### config.mk
export PLATFORM = sky130hd
export DESIGN_NAME = pkh_top
export DESIGN_NICKNAME = d
export VERILOG_FILES = /design/src/hdl/pkh_pkg.sv /design/src/hdl/pkh_tx_seq.sv /design/src/hdl/pkh_top.sv
export SDC_FILE = /design/constraint.sdc
export NUM_CORES = 1
export LEC_CHECK = 0
export ABC_CLOCK_PERIOD_IN_PS = 5300
export BUFFER_PORTS_ARGS = -buffer_cell sky130_fd_sc_hd__buf_2
export CORE_MARGIN = 1
export CORE_UTILIZATION = 35
export CTS_CLUSTER_SIZE = 40
export DETAILED_ROUTE_END_ITERATION = 7
export REMOVE_ABC_BUFFERS = 1
export SYNTH_ARGS = -nofsm -noshare
export SYNTH_HDL_FRONTEND = slang
export SYNTH_SLANG_ARGS = --single-unit
### constraint.sdc
create_clock -name mclk -period 5.3 [get_ports mclk]
set_input_delay 0.795 -clock mclk [delete_from_list [all_inputs] [get_ports mclk]]
set_output_delay 0.795 -clock mclk [all_outputs]
set_load 0.02 [all_outputs]
### src/hdl/pkh_pkg.sv
// Constants, register map and state types of the packet handler configuration block
package pkh_pkg;

    // ==========================================================
    // Register indices (byte address is four times the index)
    localparam logic [9:0] IDX_MARK2   = 10'h037;
    localparam logic [9:0] IDX_MARK1   = 10'h038;
    localparam logic [9:0] IDX_MARK0   = 10'h039;
    localparam logic [9:0] IDX_HDR3    = 10'h03a;
    localparam logic [9:0] IDX_HDR2    = 10'h03b;
    localparam logic [9:0] IDX_HDR1    = 10'h03c;
    localparam logic [9:0] IDX_HDR0    = 10'h03d;
    localparam logic [9:0] IDX_LEN     = 10'h03e;
    localparam logic [9:0] IDX_EXPECT3 = 10'h03f;
    localparam logic [9:0] IDX_CTRL    = 10'h050;
    localparam logic [9:0] IDX_STAT    = 10'h051;

    localparam int CFG_BYTES = 9;

    // ==========================================================
    // Reset values, slot 0 (marker byte 2) in the low byte
    localparam logic [71:0] CFG_RST = {8'h00, 8'h00, 8'h00, 8'h00, 8'h00,
                                       8'h00, 8'h00, 8'h00, 8'hd4};
    localparam logic [7:0]  CTRL_RST = 8'h14;

    // ==========================================================
    // Control and status fields
    localparam int CTRL_HDLEN_LSB   = 0;
    localparam int CTRL_FIX_BIT     = 3;
    localparam int CTRL_SYNCLEN_LSB = 4;
    localparam int CTRL_CHECK_BIT   = 6;
    localparam int CTRL_GO_BIT      = 7;
    localparam int STAT_BUSY_BIT    = 0;
    localparam int STAT_ACCEPT_BIT  = 1;
    localparam int STAT_REJECT_BIT  = 2;
    localparam int STAT_LEN_LSB     = 8;

    localparam logic [2:0] HDLEN_MAX   = 3'h4;
    localparam logic [7:0] PREAMBLE_PATTERN = 8'haa;
    localparam logic [1:0] RESP_OKAY   = 2'h0;
    localparam logic [1:0] RESP_SLVERR = 2'h2;

    // ==========================================================
    // Sequencer states
    typedef enum logic [2:0] {TX_IDLE, TX_PRE, TX_SYNC, TX_HDR, TX_LEN, TX_PAY} pkh_tx_e;
    typedef enum logic [2:0] {RX_IDLE, RX_HDR, RX_LEN, RX_PAY, RX_DONE} pkh_rx_e;

endpackage

### src/hdl/pkh_tx_seq.sv
// Outbound frame sequencer: preamble, marker, header, length, payload
`timescale 1ns/1ns
`default_nettype none
module pkh_tx_seq #(
    parameter int PREAMBLE_BYTES = 4
) (
    input  wire logic        mclk,
    input  wire logic        rstn,
    input  wire logic        start,
    input  wire logic [31:0] sync_word,
    input  wire logic [31:0] header_word,
    input  wire logic [2:0]  hdr_count,
    input  wire logic        fixed_len,
    input  wire logic [1:0]  sync_count,
    input  wire logic [7:0]  pay_len,
    input  wire logic [7:0]  pay_data,
    input  wire logic        pay_valid,
    output logic             pay_ready,
    output logic [7:0]       out_data,
    output logic             out_valid,
    input  wire logic        out_ready,
    output logic             busy
);
    pkh_pkg::pkh_tx_e state_q;
    logic [7:0]       cnt_q;
    logic [7:0]       data_q;
    logic             valid_q;

    // Skips sections that carry no bytes
    function automatic pkh_pkg::pkh_tx_e skip(input pkh_pkg::pkh_tx_e s);
        pkh_pkg::pkh_tx_e r;
        r = s;
        if (r == pkh_pkg::TX_HDR && hdr_count == 3'h0) r = pkh_pkg::TX_LEN;
        if (r == pkh_pkg::TX_LEN && fixed_len) r = pkh_pkg::TX_PAY;
        if (r == pkh_pkg::TX_PAY && pay_len == 8'h00) r = pkh_pkg::TX_IDLE;
        return r;
    endfunction

    wire [1:0] sel      = 2'h3 - cnt_q[1:0];
    wire [7:0] sec_len  = (state_q == pkh_pkg::TX_PRE)  ? 8'(PREAMBLE_BYTES) :
                          (state_q == pkh_pkg::TX_SYNC) ? {6'h0, sync_count} + 8'h1 :
                          (state_q == pkh_pkg::TX_HDR)  ? {5'h0, hdr_count} :
                          (state_q == pkh_pkg::TX_LEN)  ? 8'h1 : pay_len;
    wire [7:0] byte_d   = (state_q == pkh_pkg::TX_PRE)  ? pkh_pkg::PREAMBLE_PATTERN :
                          (state_q == pkh_pkg::TX_SYNC) ? sync_word[{sel, 3'h0} +: 8] :
                          (state_q == pkh_pkg::TX_HDR)  ? header_word[{sel, 3'h0} +: 8] :
                          (state_q == pkh_pkg::TX_LEN)  ? pay_len : pay_data;
    wire       have     = state_q != pkh_pkg::TX_IDLE && (state_q != pkh_pkg::TX_PAY || pay_valid);
    wire       slot     = !valid_q || out_ready;
    wire       advance  = have && slot;
    wire       sec_end  = cnt_q == sec_len - 8'h1;
    // Section order fixes the frame layout
    wire pkh_pkg::pkh_tx_e after = (state_q == pkh_pkg::TX_PRE)  ? pkh_pkg::TX_SYNC :
                                   (state_q == pkh_pkg::TX_SYNC) ? skip(pkh_pkg::TX_HDR) :
                                   (state_q == pkh_pkg::TX_HDR)  ? skip(pkh_pkg::TX_LEN) :
                                   (state_q == pkh_pkg::TX_LEN)  ? skip(pkh_pkg::TX_PAY) :
                                   pkh_pkg::TX_IDLE;

    assign pay_ready = advance && state_q == pkh_pkg::TX_PAY;
    assign out_data  = data_q;
    assign out_valid = valid_q;
    assign busy      = state_q != pkh_pkg::TX_IDLE || valid_q;

    always_ff @(posedge mclk or negedge rstn) begin
        if (!rstn) begin
            state_q <= pkh_pkg::TX_IDLE;
            cnt_q   <= 8'h00;
        end else if (state_q == pkh_pkg::TX_IDLE) begin
            cnt_q <= 8'h00;
            if (start) state_q <= pkh_pkg::TX_PRE;
        end else if (advance) begin
            cnt_q   <= sec_end ? 8'h00 : cnt_q + 8'h1;
            if (sec_end) state_q <= after;
        end
    end

    always_ff @(posedge mclk or negedge rstn) begin
        if (!rstn) begin
            valid_q <= 1'b0;
            data_q  <= 8'h00;
        end else if (slot) begin
            valid_q <= have;
            if (have) data_q <= byte_d;
        end
    end

    // ==========================================================
    // Checks
    sync_first_a: assert property (@(posedge mclk) disable iff (!rstn)
        state_q == pkh_pkg::TX_SYNC && cnt_q == 8'h0 && advance |=> out_data == $past(sync_word[31:24]))
        else $error("marker byte 3 not sent first");
    hdr_span_a: assert property (@(posedge mclk) disable iff (!rstn)
        state_q == pkh_pkg::TX_HDR |-> hdr_count != 3'h0 && cnt_q < {5'h0, hdr_count})
        else $error("header byte count exceeded");
    sync_span_a: assert property (@(posedge mclk) disable iff (!rstn)
        state_q == pkh_pkg::TX_SYNC |-> cnt_q <= {6'h0, sync_count})
        else $error("marker byte count exceeded");
    zero_pay_a: assert property (@(posedge mclk) disable iff (!rstn)
        pay_len == 8'h00 |-> !pay_ready)
        else $error("payload taken with zero length");
    frame_order_a: assert property (@(posedge mclk) disable iff (!rstn)
        state_q == pkh_pkg::TX_PAY |=> state_q inside {pkh_pkg::TX_PAY, pkh_pkg::TX_IDLE})
        else $error("section after payload");
endmodule
`default_nettype wire

### src/hdl/pkh_top.sv
// Packet handler configuration registers with AXI4-Lite slave, frame builder and header checker
//
// Design decision made here: the AXI4-Lite register port.
`timescale 1ns/1ns
`default_nettype none
module pkh_top #(
    parameter int PREAMBLE_BYTES = 4
) (
    input  wire logic        mclk,
    input  wire logic        rstn,
    input  wire logic [11:0] s_axi_awaddr,
    input  wire logic        s_axi_awvalid,
    output logic             s_axi_awready,
    input  wire logic [31:0] s_axi_wdata,
    input  wire logic [3:0]  s_axi_wstrb,
    input  wire logic        s_axi_wvalid,
    output logic             s_axi_wready,
    output logic [1:0]       s_axi_bresp,
    output logic             s_axi_bvalid,
    input  wire logic        s_axi_bready,
    input  wire logic [11:0] s_axi_araddr,
    input  wire logic        s_axi_arvalid,
    output logic             s_axi_arready,
    output logic [31:0]      s_axi_rdata,
    output logic [1:0]       s_axi_rresp,
    output logic             s_axi_rvalid,
    input  wire logic        s_axi_rready,
    input  wire logic [7:0]  marker_byte3,
    input  wire logic [23:0] expected_header_low,
    input  wire logic [3:0]  header_check_mask,
    input  wire logic [7:0]  pay_data,
    input  wire logic        pay_valid,
    output logic             pay_ready,
    output logic [7:0]       tx_data,
    output logic             tx_valid,
    input  wire logic        tx_ready,
    output logic             tx_busy,
    input  wire logic        rx_start,
    input  wire logic [7:0]  rx_data,
    input  wire logic        rx_valid,
    output logic             rx_accept,
    output logic             rx_reject
);
    // ==========================================================
    // Register bus
    localparam int CFG_N = pkh_pkg::CFG_BYTES;

    logic        aw_q;
    logic        w_q;
    logic [9:0]  wr_idx_q;
    logic [7:0]  wr_byte_q;
    logic        wr_lane_q;
    logic        bvalid_q;
    logic [1:0]  bresp_q;
    logic        rvalid_q;
    logic [31:0] rdata_q;
    logic [1:0]  rresp_q;
    logic [7:0]  cfg_q [CFG_N];
    logic [7:0]  ctrl_q;
    logic        go_q;

    function automatic logic mapped(input logic [9:0] idx);
        return (idx >= pkh_pkg::IDX_MARK2 && idx <= pkh_pkg::IDX_EXPECT3) ||
               idx == pkh_pkg::IDX_CTRL || idx == pkh_pkg::IDX_STAT;
    endfunction

    wire        wr_go    = aw_q && w_q && !bvalid_q;
    wire        wr_en    = wr_go && wr_lane_q;
    wire [9:0]  rd_idx   = s_axi_araddr[11:2];
    wire        rd_go    = s_axi_arvalid && !rvalid_q;
    wire [9:0]  rd_slot  = rd_idx - pkh_pkg::IDX_MARK2;
    wire        rd_cfg   = rd_idx >= pkh_pkg::IDX_MARK2 && rd_idx <= pkh_pkg::IDX_EXPECT3;

    assign s_axi_awready = !aw_q;
    assign s_axi_wready  = !w_q;
    assign s_axi_bvalid  = bvalid_q;
    assign s_axi_bresp   = bresp_q;
    assign s_axi_arready = !rvalid_q;
    assign s_axi_rvalid  = rvalid_q;
    assign s_axi_rdata   = rdata_q;
    assign s_axi_rresp   = rresp_q;

    always_ff @(posedge mclk or negedge rstn) begin
        if (!rstn) begin
            aw_q      <= 1'b0;
            w_q       <= 1'b0;
            wr_idx_q  <= 10'h000;
            wr_byte_q <= 8'h00;
            wr_lane_q <= 1'b0;
            bvalid_q  <= 1'b0;
            bresp_q   <= pkh_pkg::RESP_OKAY;
        end else begin
            if (s_axi_awvalid && !aw_q) begin
                aw_q     <= 1'b1;
                wr_idx_q <= s_axi_awaddr[11:2];
            end
            if (s_axi_wvalid && !w_q) begin
                w_q       <= 1'b1;
                wr_byte_q <= s_axi_wdata[7:0];
                wr_lane_q <= s_axi_wstrb[0];
            end
            if (wr_go) begin
                aw_q     <= 1'b0;
                w_q      <= 1'b0;
                bvalid_q <= 1'b1;
                bresp_q  <= mapped(wr_idx_q) ? pkh_pkg::RESP_OKAY : pkh_pkg::RESP_SLVERR;
            end else if (s_axi_bready) begin
                bvalid_q <= 1'b0;
            end
        end
    end

    // ==========================================================
    // Configuration bytes, one per register slot
    genvar g;
    generate
        for (g = 0; g < CFG_N; g++) begin : g_cfg
            always_ff @(posedge mclk or negedge rstn) begin
                if (!rstn) begin
                    cfg_q[g] <= pkh_pkg::CFG_RST[8*g +: 8];
                end else if (wr_en && wr_idx_q == pkh_pkg::IDX_MARK2 + 10'(g)) begin
                    cfg_q[g] <= wr_byte_q;
                end
            end
        end
    endgenerate

    // Go bit is a one-cycle start, reads back as zero
    always_ff @(posedge mclk or negedge rstn) begin
        if (!rstn) begin
            ctrl_q <= pkh_pkg::CTRL_RST;
            go_q   <= 1'b0;
        end else begin
            go_q <= wr_en && wr_idx_q == pkh_pkg::IDX_CTRL && wr_byte_q[pkh_pkg::CTRL_GO_BIT];
            if (wr_en && wr_idx_q == pkh_pkg::IDX_CTRL) ctrl_q <= wr_byte_q & 8'h7f;
        end
    end

    // ==========================================================
    // Field decode
    wire [2:0]  hd_raw   = ctrl_q[pkh_pkg::CTRL_HDLEN_LSB +: 3];
    wire [2:0]  hd_eff   = hd_raw > pkh_pkg::HDLEN_MAX ? pkh_pkg::HDLEN_MAX : hd_raw;
    wire        fixlen   = ctrl_q[pkh_pkg::CTRL_FIX_BIT];
    wire [1:0]  synclen  = ctrl_q[pkh_pkg::CTRL_SYNCLEN_LSB +: 2];
    wire        hdr_chk  = ctrl_q[pkh_pkg::CTRL_CHECK_BIT];
    wire [7:0]  paylen   = cfg_q[7];
    wire [31:0] sync_w   = {marker_byte3, cfg_q[0], cfg_q[1], cfg_q[2]};
    wire [31:0] hdr_w    = {cfg_q[3], cfg_q[4], cfg_q[5], cfg_q[6]};
    wire [31:0] exp_w    = {cfg_q[8], expected_header_low};

    // ==========================================================
    // Outbound frames
    pkh_tx_seq #(
        .PREAMBLE_BYTES(PREAMBLE_BYTES)
    ) u_tx (
        .mclk       (mclk),
        .rstn       (rstn),
        .start      (go_q),
        .sync_word  (sync_w),
        .header_word(hdr_w),
        .hdr_count  (hd_eff),
        .fixed_len  (fixlen),
        .sync_count (synclen),
        .pay_len    (paylen),
        .pay_data   (pay_data),
        .pay_valid  (pay_valid),
        .pay_ready  (pay_ready),
        .out_data   (tx_data),
        .out_valid  (tx_valid),
        .out_ready  (tx_ready),
        .busy       (tx_busy)
    );

    // ==========================================================
    // Inbound header check
    pkh_pkg::pkh_rx_e rx_state_q;
    logic [7:0]       rx_cnt_q;
    logic [7:0]       rx_len_q;
    logic             rx_bad_q;
    logic             acc_q;
    logic             rej_q;
    logic             last_acc_q;
    logic             last_rej_q;

    function automatic pkh_pkg::pkh_rx_e rx_skip(input pkh_pkg::pkh_rx_e s, input logic [7:0] n);
        pkh_pkg::pkh_rx_e r;
        r = s;
        if (r == pkh_pkg::RX_HDR && hd_eff == 3'h0) r = pkh_pkg::RX_LEN;
        if (r == pkh_pkg::RX_LEN && fixlen) r = pkh_pkg::RX_PAY;
        if (r == pkh_pkg::RX_PAY && n == 8'h00) r = pkh_pkg::RX_DONE;
        return r;
    endfunction

    wire [1:0] rx_sel   = 2'h3 - rx_cnt_q[1:0];
    wire       rx_take  = rx_valid && rx_state_q inside {pkh_pkg::RX_HDR, pkh_pkg::RX_LEN, pkh_pkg::RX_PAY};
    wire       rx_miss  = hdr_chk && header_check_mask[rx_sel] &&
                          rx_data != exp_w[{rx_sel, 3'h0} +: 8];
    wire       hdr_last = rx_cnt_q == {5'h0, hd_eff} - 8'h1;
    wire [7:0] rx_need  = fixlen ? paylen : rx_len_q;
    wire [7:0] rx_first = fixlen ? paylen : 8'hff;
    wire       pay_last = rx_cnt_q == rx_need - 8'h1;

    always_ff @(posedge mclk or negedge rstn) begin
        if (!rstn) begin
            rx_state_q <= pkh_pkg::RX_IDLE;
            rx_cnt_q   <= 8'h00;
            rx_len_q   <= 8'h00;
            rx_bad_q   <= 1'b0;
        end else if (rx_start) begin
            rx_state_q <= rx_skip(pkh_pkg::RX_HDR, rx_first);
            rx_cnt_q   <= 8'h00;
            rx_len_q   <= paylen;
            rx_bad_q   <= 1'b0;
        end else if (rx_state_q == pkh_pkg::RX_DONE) begin
            rx_state_q <= pkh_pkg::RX_IDLE;
        end else if (rx_take) begin
            case (rx_state_q)
                pkh_pkg::RX_HDR: begin
                    if (rx_miss) rx_bad_q <= 1'b1;
                    rx_cnt_q <= hdr_last ? 8'h00 : rx_cnt_q + 8'h1;
                    if (hdr_last) rx_state_q <= rx_skip(pkh_pkg::RX_LEN, rx_first);
                end
                pkh_pkg::RX_LEN: begin
                    rx_len_q   <= rx_data;
                    rx_state_q <= rx_skip(pkh_pkg::RX_PAY, rx_data);
                end
                default: begin
                    rx_cnt_q <= rx_cnt_q + 8'h1;
                    if (pay_last) rx_state_q <= pkh_pkg::RX_DONE;
                end
            endcase
        end
    end

    // Last result holds until the next frame begins
    always_ff @(posedge mclk or negedge rstn) begin
        if (!rstn) begin
            acc_q      <= 1'b0;
            rej_q      <= 1'b0;
            last_acc_q <= 1'b0;
            last_rej_q <= 1'b0;
        end else begin
            acc_q <= rx_state_q == pkh_pkg::RX_DONE && !rx_bad_q;
            rej_q <= rx_state_q == pkh_pkg::RX_DONE && rx_bad_q;
            if (rx_state_q == pkh_pkg::RX_DONE) begin
                last_acc_q <= !rx_bad_q;
                last_rej_q <= rx_bad_q;
            end else if (rx_start) begin
                last_acc_q <= 1'b0;
                last_rej_q <= 1'b0;
            end
        end
    end

    assign rx_accept = acc_q;
    assign rx_reject = rej_q;

    // ==========================================================
    // Read path
    wire [31:0] stat_w = {16'h0000, rx_len_q, 5'h00, last_rej_q, last_acc_q, tx_busy};
    wire [31:0] rd_mux = rd_cfg ? {24'h000000, cfg_q[rd_slot[3:0]]} :
                         rd_idx == pkh_pkg::IDX_CTRL ? {24'h000000, ctrl_q} :
                         rd_idx == pkh_pkg::IDX_STAT ? stat_w : 32'h00000000;

    always_ff @(posedge mclk or negedge rstn) begin
        if (!rstn) begin
            rvalid_q <= 1'b0;
            rdata_q  <= 32'h00000000;
            rresp_q  <= pkh_pkg::RESP_OKAY;
        end else if (rd_go) begin
            rvalid_q <= 1'b1;
            rdata_q  <= rd_mux;
            rresp_q  <= mapped(rd_idx) ? pkh_pkg::RESP_OKAY : pkh_pkg::RESP_SLVERR;
        end else if (s_axi_rready) begin
            rvalid_q <= 1'b0;
        end
    end

    // ==========================================================
    // Checks
    logic seen_q;
    always_ff @(posedge mclk or negedge rstn) begin
        if (!rstn) seen_q <= 1'b0;
        else seen_q <= 1'b1;
    end

    marker_write_a: assert property (@(posedge mclk) disable iff (!rstn)
        wr_en && wr_idx_q == pkh_pkg::IDX_MARK0 |=> sync_w[7:0] == $past(wr_byte_q))
        else $error("marker byte 0 write lost");
    header_write_a: assert property (@(posedge mclk) disable iff (!rstn)
        wr_en && wr_idx_q == pkh_pkg::IDX_HDR3 |=> hdr_w[31:24] == $past(wr_byte_q))
        else $error("header byte 3 write lost");
    length_read_a: assert property (@(posedge mclk) disable iff (!rstn)
        rd_go && rd_idx == pkh_pkg::IDX_LEN |=> s_axi_rvalid && s_axi_rdata == {24'h0, $past(paylen)})
        else $error("length readback wrong");
    fixed_count_a: assert property (@(posedge mclk) disable iff (!rstn)
        rx_take && !rx_start && rx_state_q == pkh_pkg::RX_PAY && fixlen && rx_cnt_q == paylen - 8'h1
        |=> rx_state_q == pkh_pkg::RX_DONE)
        else $error("fixed length payload count wrong");
    check_reject_a: assert property (@(posedge mclk) disable iff (!rstn)
        rx_state_q == pkh_pkg::RX_HDR && rx_take && !rx_start && rx_miss
        |=> rx_bad_q)
        else $error("mismatched header not flagged");
    reject_pulse_a: assert property (@(posedge mclk) disable iff (!rstn)
        rx_state_q == pkh_pkg::RX_DONE && rx_bad_q |=> rx_reject && !rx_accept)
        else $error("flagged frame not rejected");
    expect_reset_a: assert property (@(posedge mclk) disable iff (!rstn)
        !seen_q |-> cfg_q[8] == 8'h00)
        else $error("expected header byte 3 reset wrong");
    len_byte_a: assert property (@(posedge mclk) disable iff (!rstn)
        rx_state_q == pkh_pkg::RX_LEN |-> !fixlen)
        else $error("length byte taken in fixed mode");
    unmapped_a: assert property (@(posedge mclk) disable iff (!rstn)
        rd_go && !mapped(rd_idx) |=> s_axi_rresp == pkh_pkg::RESP_SLVERR && s_axi_rdata == 32'h0)
        else $error("unmapped read answer wrong");

    tx_frame_c: cover property (@(posedge mclk) disable iff (!rstn) go_q ##[1:300] !tx_busy);
    rx_accept_c: cover property (@(posedge mclk) disable iff (!rstn) rx_accept);
    rx_reject_c: cover property (@(posedge mclk) disable iff (!rstn) rx_reject);
    bad_addr_c: cover property (@(posedge mclk) disable iff (!rstn) s_axi_bvalid && s_axi_bresp != 2'h0);
endmodule
`default_nettype wire

== Word-level counts from Yosys, hierarchy flattened ==
Index checks and enable logic that the tools add are counted.

* Output and inout bits: 54
* Bits in registers: 183
* Bits of input ports: 123

* $add $sub $neg: 9
* Shifts and indexed selects: 3
* Reduce and logical (&&, ||, !) cells: 72
* Order comparisons: 7
* Mux-type cells: 82
* Equality and inequality tests: 37
* Bitwise gates (word level): 1

{| class="wikitable"
|+ Operator list
! kind !! count
|-
| $mux 8 || 23
|-
| $shiftx 32x6->8 || 3
|-
| $eq 10x6->1 const B || 9
|-
| $mux 3 || 30
|-
| $mux 16 || 3
|-
| $eq 10x7->1 const B || 4
|-
| $logic_and 1x1->1 || 33
|-
| $bmux 8 s4 || 1
|-
| $eq 8x8->1 || 3
|-
| $logic_not 8->1 || 3
|-
| $reduce_bool 2->1 || 11
|-
| $eq 3x2->1 const B || 7
|-
| $ge 10x6->1 const B || 2
|-
| $le 10x6->1 const B || 2
|-
| $mux 1 || 19
|-
| $eq 3x3->1 const B || 6
|-
| $add 8x1->8 const B || 2
|-
| $pmux 8 s2 || 1
|-
| $sub 8x1->8 const B || 2
|-
| $reduce_and 3->1 || 4
|-
| $reduce_bool 3->1 || 3
|-
| $ne 8x8->1 || 1
|-
| $logic_or 1x1->1 || 7
|-
| $eq 3x1->1 const B || 2
|-
| 19 further kinds || 30
|}

== Logic depth before layout (Yosys ltp) ==
Gate-level depths: netlist of the first run.

* Depth after elaboration: 17
* Mapped depth: 12

== By module ==
Synthesis of the first run repeated with hierarchy kept, for this count alone.

* Cells, all modules: 901
* Area total of the unflattened synthesis: 9887.0 µm²

{| class="wikitable"
|+ Modules (own cells, without submodules)
! module !! cells each !! area an instance (µm²) !! times used !! sequential area each (µm²)
|-
| pkh_top || 620 || 7533.5 || 1 || 3636.0
|-
| pkh_tx_seq || 281 || 2353.5 || 1 || 500.5
|}

== Worst setup path before layout of the first run ==
No wires, ideal clock.

* Path kind: input-to-reg
* From: in s_axi_araddr[2]
* To: reg rdata_q[1] (netlist: s_axi_rdata[1])
* Required time: 5166 ps
* Buffers on the path: 3
* Arrival: 3168 ps
* Cell stages on the path: 10
* Setup slack: 1998 ps
* Path through: clkbuf_1 > inv_1 > ha_1 > clkbuf_1 > buf_2 > mux4_2 > mux2i_1 > o21ai_0 > a22oi_1 > o21ai_0

* Longest elaborated chain between the ends: 6
* Elaborated cells between the ends (all ways): 13

{| class="wikitable"
|+ RTL lines
! element !! line !! source
|-
| from (decl) || pkh_top.sv:21 || <nowiki>input wire logic [11:0] s_axi_araddr,</nowiki>
|-
| $sub 4x3->4 || pkh_top.sv:71 || <nowiki>wire [9:0] rd_slot = rd_idx - pkh_pkg::IDX_MARK2;</nowiki>
|-
| $not 4->5 (not written as such) || pkh_top.sv:261 || <nowiki>wire [31:0] rd_mux = rd_cfg ? {24'h000000, cfg_q[rd_slot[3:0]]} :</nowiki>
|-
| $bmux 8 s4 || pkh_top.sv:261 ||
|-
| $mux 8 (not written as such) (2 in a row) || pkh_top.sv:261 ||
|-
| $mux 16 (*) || pkh_top.sv:261 ||
|-
| to (signal assigned) || pkh_top.sv:272 || <nowiki>rdata_q <= rd_mux;</nowiki>
|-
| to (decl) || pkh_top.sv:56 || <nowiki>logic [31:0] rdata_q;</nowiki>
|}

Every way passes the cells marked *; elsewhere a longest branch is shown, timed or not. The select of a mux whose other input is x is not followed.
A chain may end at the register's enable or synchronous reset.

== Final worst setup path of the first run ==
* From: reg u_tx.state_q[2]
* To: reg u_tx.state_q[1]

* Longest elaborated chain between the ends: 9
* Elaborated cells between the ends (all ways): 27

{| class="wikitable"
|+ RTL lines
! element !! line !! source
|-
| from (decl) || pkh_tx_seq.sv:24 || <nowiki>pkh_pkg::pkh_tx_e state_q;</nowiki>
|-
| from (signal assigned) || pkh_tx_seq.sv:66 || <nowiki>state_q <= pkh_pkg::TX_IDLE;</nowiki>
|-
| from (signal assigned) || pkh_tx_seq.sv:70 || <nowiki>if (start) state_q <= pkh_pkg::TX_PRE;</nowiki>
|-
| from (signal assigned) || pkh_tx_seq.sv:73 || <nowiki>if (sec_end) state_q <= after;</nowiki>
|-
| $eq 3x3->1 || pkh_tx_seq.sv:43, pkh_tx_seq.sv:56 ||
|-
| $mux 8 || pkh_tx_seq.sv:43 || <nowiki>(state_q == pkh_pkg::TX_LEN) ? 8'h1 : pay_len;</nowiki>
|-
| $mux 8 || pkh_tx_seq.sv:42 || <nowiki>(state_q == pkh_pkg::TX_HDR) ? {5'h0, hdr_count} :</nowiki>
|-
| $mux 8 || pkh_tx_seq.sv:41 || <nowiki>(state_q == pkh_pkg::TX_SYNC) ? {6'h0, sync_count} + 8'h1 :</nowiki>
|-
| $mux 8 || pkh_tx_seq.sv:40 || <nowiki>wire [7:0] sec_len = (state_q == pkh_pkg::TX_PRE) ? 8'(PREAMBLE_BYTES) :</nowiki>
|-
| $sub 8x1->8 || pkh_tx_seq.sv:51 || <nowiki>wire sec_end = cnt_q == sec_len - 8'h1;</nowiki>
|-
| $eq 8x8->1 || pkh_tx_seq.sv:51 ||
|-
| $reduce_bool 2->1 (no source line) || -- ||
|-
| $reduce_and 3->1 (no source line) || -- ||
|}

Several ways; a longest one is shown, not always the timed one. The select of a mux whose other input is x is not followed.

==> results of run 1 <==
-- cells in the final DEF (no fill, tap or decap), drive strengths merged, types with 5 or more instances in the layout --
| cell | synthesis | layout |
|---|---|---|
| a21o | 6 | 6 |
| inv | 13 | 19 |
| a21oi | 17 | 17 |
| nor3 | 17 | 17 |
| xor2 | 20 | 20 |
| xnor2 | 16 | 16 |
| and3 | 8 | 8 |
| mux2 | 103 | 103 |
| o21a | 6 | 6 |
| or3 | 5 | 5 |
| and2 | 11 | 11 |
| a211oi | 8 | 8 |
| mux4 | 41 | 41 |
| clkbuf | 37 | 21 |
| dfstp | 6 | 6 |
| conb | 1 | 18 |
| a221oi | 5 | 5 |
| nor2 | 41 | 41 |
| dfrtp | 159 | 159 |
| nor2b | 11 | 11 |
| nand2 | 92 | 92 |
| o21ai | 58 | 58 |
| nor4 | 11 | 11 |
| nand2b | 10 | 10 |
| mux2i | 35 | 35 |
| nand3 | 9 | 9 |
| buf | 39 | 137 |
| a22oi | 10 | 10 |
| a22o | 10 | 10 |
| o22ai | 11 | 11 |
| ha | 10 | 10 |
-- stage by stage --
stage                     utilization, %  total power, mW  instances
final                               41.2             4.48       1366
after global routing                41.2             4.75       1366
after detailed placement            39.1             3.33       1334
after floorplan                        -             2.82        825
after global placement              39.1             3.29       1334
after CTS                           41.2             4.52       1366
-- sequential cells by signal, summed over array words and instances (netlist names), 3 cells and up --
register,flops
wr_idx_q,10
wr_byte_q,8
rx_len_q,8
cfg_q,64
u_tx.out_data,8
paylen,8
s_axi_rdata,16
rx_cnt_q,8
rx_state_q,3
u_tx.state_q,3
ctrl_q,7
u_tx.cnt_q,8
-- report_power, final --
group | total, mW | switching, mW | internal (mW)
clock network | 1.18 | 0.549 | 0.636
logic | 1.43 | 0.771 | 0.662
registers | 1.86 | 0.408 | 1.46
-- path summary, 6_finish.rpt --
kind	depth (start not counted)	startpoint	end	slack [ps]
max	10	u_tx.state_q[2]	u_tx.state_q[1]	1690
min	1	rstn	s_axi_rdata[9]	380
max reg2reg	10	u_tx.state_q[2]	u_tx.state_q[1]	1690
min reg2reg	1	rx_bad_q	rx_accept	470
max in group asynchronous	2	rstn	u_tx.cnt_q[6]	3740
min in group mclk	1	rx_bad_q	rx_accept	470
-- worst max-delay path: stages, from the launching register on --
cell and delay (ps):
dfrtp_1 1050, or3_4 330, nand2_1 120, a22oi_1 310, ha_1 250, xor2_1 190, xnor2_1 130, nor4bb_1 340
o21ai_1 200, nor3_4 250, mux2_4 320
-- per-layer routing --
layer | wire length (um) | part of all wire (%) | vias to the layer above
li1 | - | - | 3418
met1 | 11600 | 44 | 3620
met2 | 13100 | 50 | 182
met3 | 1030 | 3.9 | 33
met4 | 500 | 1.9 | 0
met5 | 0 | 0 | -
-- logic make-up after synthesis --
family	count (synthesis)	share of synthesized area [%]
muxes	179	24.9
adders and majority gates	11	1.38
AOI/OAI and AO/OA	160	11.1
xor gates and xnor gates	36	3.21
other	1	0.0382
DFF	165	42.1
buffers and inverters	89	4.60
and+or+nand+nor	243	12.6
-- layout make-up --
cell class                      count  area, sq um
Multi-Input combinational cell    647         5300
Fill cell                        2636        16000
Sequential cell                   165         4140
Clock buffer                       21          460
Timing Repair Buffer              137          717
Clock inverter                     11         91.3
Tap cell                          372          465
Inverter                           13         48.8
==> run_results.csv, run 1 <==
group,metric,value,unit
clock_tree,cts.repair.resized,0,
clock_tree,tritoncts,"yes",
logic_synthesis,most_used_dff_post_synth,"dfrtp_1",
worst_setup_path,required,5620,ps
floorplanning,std_cell_rows,60,
timing,rsz_0062_raised_after_global_routing,"false",
floorplanning,die-height,170,um
timing,finalWorstPathRequiredPeriod,3610,ps
place,finalWeightedCongestion,0.833,
logic_synthesis,yosysTopAreaCellShare,40.5,%
drt,detailed_route_vias_per_instance,5.31,
clock_tree,worst_setup_hold_path_clk_slew,80,ps
logic_synthesis,synthesized_flop_and_latch_total,165,
drt,drc_errors,0,
logic_synthesis,synth_area_per_cell,11.1,sq um
grt,grt_util_met3,3.19,%
power,power.ir.vdd_worst,0.000177,V
logic_synthesis,synth_edf_count,0,
place,postPlaceCellArea,10700,sq um
clock_tree,h-tree-depth,4,
grt,grt_antenna_before_repair,0,
grt,grt_pass1_wl,41.3,mm
drt,wirelength,26.2,mm
clock_tree,cts_max_path_buffers,2,
clock_tree,clock_insertion_delay_worst_skew,440,ps
timing,setup_viol_count_final,0,
grt,overflow,0,
logic_synthesis,synthDistinctLibCells,79,
drt,postRouteAntennaNets,0,
grt,groute.layer.met2.usage,32.1,%
status,run_status,"complete, no violations",
timing,setup_tns,0,ps
grt,track_usage,18.9,%
clock_tree,cts.hold.buffers_added,0,
place,portBuffers,127,
logic_synthesis,ys_seq_area_share,42.1,%
logic_synthesis,netlist_top_cells_count,"159 x dfrtp_1, 101 x mux2_2, 91 x nand2_1, 53 x o21ai_0, 41 x nor2_1",
timing,drv_slew,0,
min_path,class_of_the_most_critical_hold_timing_path,"in2async",
clock_tree,cts_root_buf,"clkbuf_16",
floorplanning,floorplan.initialDensity,36.0,%
cells_and_area,areaGrowthSynthToFinish,14.2,%
timing,finalHoldWorstSlack,381,ps
clock_tree,clock_sinks,165,
grt,largest_net_degree_at_the_start_of_global_routing,76,
worst_setup_path,worst-path-max-fanout,32,
grt,grt_pass1_vias,7226,
worst_setup_path,critical_path.startpoint_type,"flop",
place,dp.final_hpwl,19.0,mm
timing,maxClockFrequency,0.277,GHz
logic_synthesis,synth_top_area_cell,"dfrtp_1",
cells_and_area,stdcell_area,11200,sq um
timing,setup_slack,1690,ps
place,dp_slack,1730,ps
floorplanning,io_pins,177,
cells_and_area,drive_above_1_share,34.2,%
floorplanning,die_width,170,um
cells_and_area,nets,1114,
timing,hold_viol,0,
logic_synthesis,netlist_top_cells_area,"dfrtp_1 41%, mux2_2 12%, mux4_2 9.2%",
logic_synthesis,synth.yosys.warnings,0,
floorplanning,overall_die_area,28700,sq um
cells_and_area,diodes,0,
job,cap_violations,0,
drt,wl_per_cell,19.2,um
worst_setup_path,critical_path.endpoint_type,"flop",
worst_setup_path,critPathKind,"reg2reg",
logic_synthesis,cells_after_synth,884,
logic_synthesis,synthMostInstantiatedCell,"dfrtp_1",
clock_tree,postCtsSetupBuffers,0,
worst_setup_path,critical_path_arrival,3930,ps
power,power.static_leakage,5.13,nW
logic_synthesis,syn-cell-area,9820,sq um
timing,fin_worst_skew,14.5,ps
logic_synthesis,async_sr_flop_fraction,100,%
timing,worst_case_headroom_to_the_max_slew_limit,23.9,%
grt,global_route.usage.met1,24.7,%
drt,first_iter_violations,418,
grt,globalRoute.busiestLayer,"met2",
power,cell_pwr_density,400,nW/um^2
drt,drt_pass1_iterations,4,
floorplanning,design.core.area,27300,sq um
timing,tightest_slew,1140,ps
drt,route.vias.total,7253,
timing,share_of_the_clock_period_used_by_the_worst_path,68.1,%
clock_tree,cts-buffers-inserted,17,
Note: power is estimated with default switching activity, not from simulation.
==> run 2: changes to the inputs <==
ABC_CLOCK_PERIOD_IN_PS = 3100   (was 5300)
clock period = 3.1 ns   (was 5.3 ns; I/O delays follow)
==> run_results.csv, run 2 (synthesis gave the netlist of run 1 again) <==
group,metric,value,unit
status,run_status,"complete, no violations",
timing,fin_worst_skew,16.8,ps
floorplanning,design.core.area,27300,sq um
worst_setup_path,regToRegEndpoint,"u_tx.state_q[2]",
clock_tree,clock_sinks,165,
clock_tree,cts_root_buf,"clkbuf_16",
power,cell_pwr_density,693,nW/um^2
place,dp_slack,145,ps
cells_and_area,largest_register_ff_count,64,
place,dp.final_hpwl,19.9,mm
timing,finalWorstPathRequiredPeriod,2910,ps
clock_tree,cts-buffers-inserted,17,
timing,drv_slew,0,
cells_and_area,drive_above_1_share,36.8,%
place,finalWeightedCongestion,0.815,
worst_setup_path,worst-path-max-fanout,6,
cells_and_area,nets,1146,
worst_setup_path,worstReg2RegStart,"u_tx.state_q[1]",
drt,drt_pass1_iterations,4,
grt,largest_net_degree_at_the_start_of_global_routing,74,
timing,setup_viol_count_final,0,
grt,grt_antenna_before_repair,0,
timing,share_of_the_clock_period_used_by_the_worst_path,93.9,%
worst_setup_path,critical_path.startpoint_type,"flop",
power,power.static_leakage,5.34,nW
drt,detailed_route_vias_per_instance,5.36,
cells_and_area,max_flop_register,"cfg_q",
floorplanning,std_cell_rows,60,
worst_setup_path,setup.reg_to_reg.worst_slack,190,ps
grt,grt_pass1_wl,42.0,mm
place,portBuffers,127,
min_path,class_of_the_most_critical_hold_timing_path,"in2async",
cells_and_area,highest_count_cells_in_the_layout_ignoring_fill_and_taps,"158 x dfrtp_1, 126 x buf_2, 101 x mux2_2",
drt,route.vias.total,7487,
job,cap_violations,0,
worst_setup_path,critical_path_arrival,3220,ps
timing,tightest_slew,873,ps
timing,worst_case_headroom_to_the_max_slew_limit,41.7,%
power,power.ir.vdd_worst,0.000374,V
clock_tree,worst_setup_hold_path_clk_slew,70,ps
cells_and_area,filler_cell_count,2632,
worst_setup_path,worst_r2r_path_depth,10,
timing,maxClockFrequency,0.343,GHz
grt,grt_pass1_vias,7352,
cells_and_area,areaGrowthSynthToFinish,17.8,%
cells_and_area,diodes,0,
clock_tree,tritoncts,"yes",
clock_tree,cts_max_path_buffers,2,
power,total_power,8.02,mW
floorplanning,floorplan.initialDensity,36.0,%
drt,wirelength,26.7,mm
grt,track_usage,19.2,%
drt,first_iter_violations,513,
worst_setup_path,required,3410,ps
floorplanning,die_width,170,um
floorplanning,overall_die_area,28700,sq um
grt,overflow,0,
timing,hold_viol,0,
clock_tree,clock_insertion_delay_worst_skew,440,ps
timing,setup_slack,188,ps
floorplanning,io_pins,177,
worst_setup_path,critPathKind,"reg2reg",
floorplanning,die-height,170,um
drt,drc_errors,0,
clock_tree,h-tree-depth,4,
cells_and_area,fin_util,42.5,%
drt,wl_per_cell,19.1,um
worst_setup_path,critical_path.endpoint_type,"flop",
drt,postRouteAntennaNets,0,
cells_and_area,layout_commonest_cell,"dfrtp_1",
## run 2: changes by cell type in the layout (fill, tap and decap cells not counted), moves of 3 or more
cell / previous run / this run
clkinv_8: 0 / 3
buf_4: 10 / 39
buf_12: 0 / 3
clkinv_4: 1 / 4
## run 2: what timing repair did
item	CTS	global route
hold buffers	0	0
endpoints found under the setup margin	0	2
gates resized for setup	0	4
setup buffers	0	1
## run 2: routing by layer
layer	vias to the layer above	global-route usage, %	wire, um
met3	32	3.45	1080
met5	-	0	0
li1	3490	-	-
met2	191	32.5	13300
met1	3774	25.0	11900
met4	0	5.25	453
## run 2: per-stage QoR
step           hold WS, ps  setup TNS, ps  instances  instance area, sq um
3_5_place_dp           461              0       1365                 10900
4_1_cts               91.1              0       1397                 11500
3_3_place_gp           457              0       1365                 10900
6_report              74.5              0       1398                 11600
5_1_grt                130          -34.5       1398                 11600
2_1_floorplan          169           -206        825                  9480
## run 2: cell type report
| type | instances | area (sq um) | area share, % |
|---|---|---|---|
| tap | 372 | 465 | 4.02 |
| clock inverter | 15 | 185 | 1.60 |
| sequential | 165 | 4140 | 35.8 |
| multi-input combinational | 647 | 5310 | 45.9 |
| inverter | 13 | 48.8 | 0.422 |
| clock buffer | 17 | 425 | 3.68 |
| timing repair buffer | 169 | 995 | 8.60 |
## run 2: worst max path at each step
stage / from / endpoint / cells after the start
2_1_floorplan: u_tx.state_q[0] / u_tx.state_q[2] / 10
3_3_place_gp: ctrl_q[2] / u_tx.state_q[2] / 10
3_5_place_dp: ctrl_q[2] / u_tx.state_q[2] / 10
4_1_cts: ctrl_q[2] / u_tx.state_q[2] / 10
5_1_grt: u_tx.state_q[1] / u_tx.state_q[2] / 11
6_report: u_tx.state_q[1] / u_tx.state_q[2] / 10
## run 2: worst max-delay path, cell delays in order (launching register included)
cell and delay, ps:
dfrtp_2 450, or3_4 420, nand2_1 170, a22oi_2 130, ha_1 230, xor2_1 190, xnor2_1 150, nor4bb_2 270
o21ai_1 180, nor3_4 280, mux2_4 320
## run 2: report_power, final
group,total (mW),switching [mW],internal (mW)
registers,3.06,0.563,2.49
clock network,2.18,1.02,1.16
logic,2.78,1.52,1.26
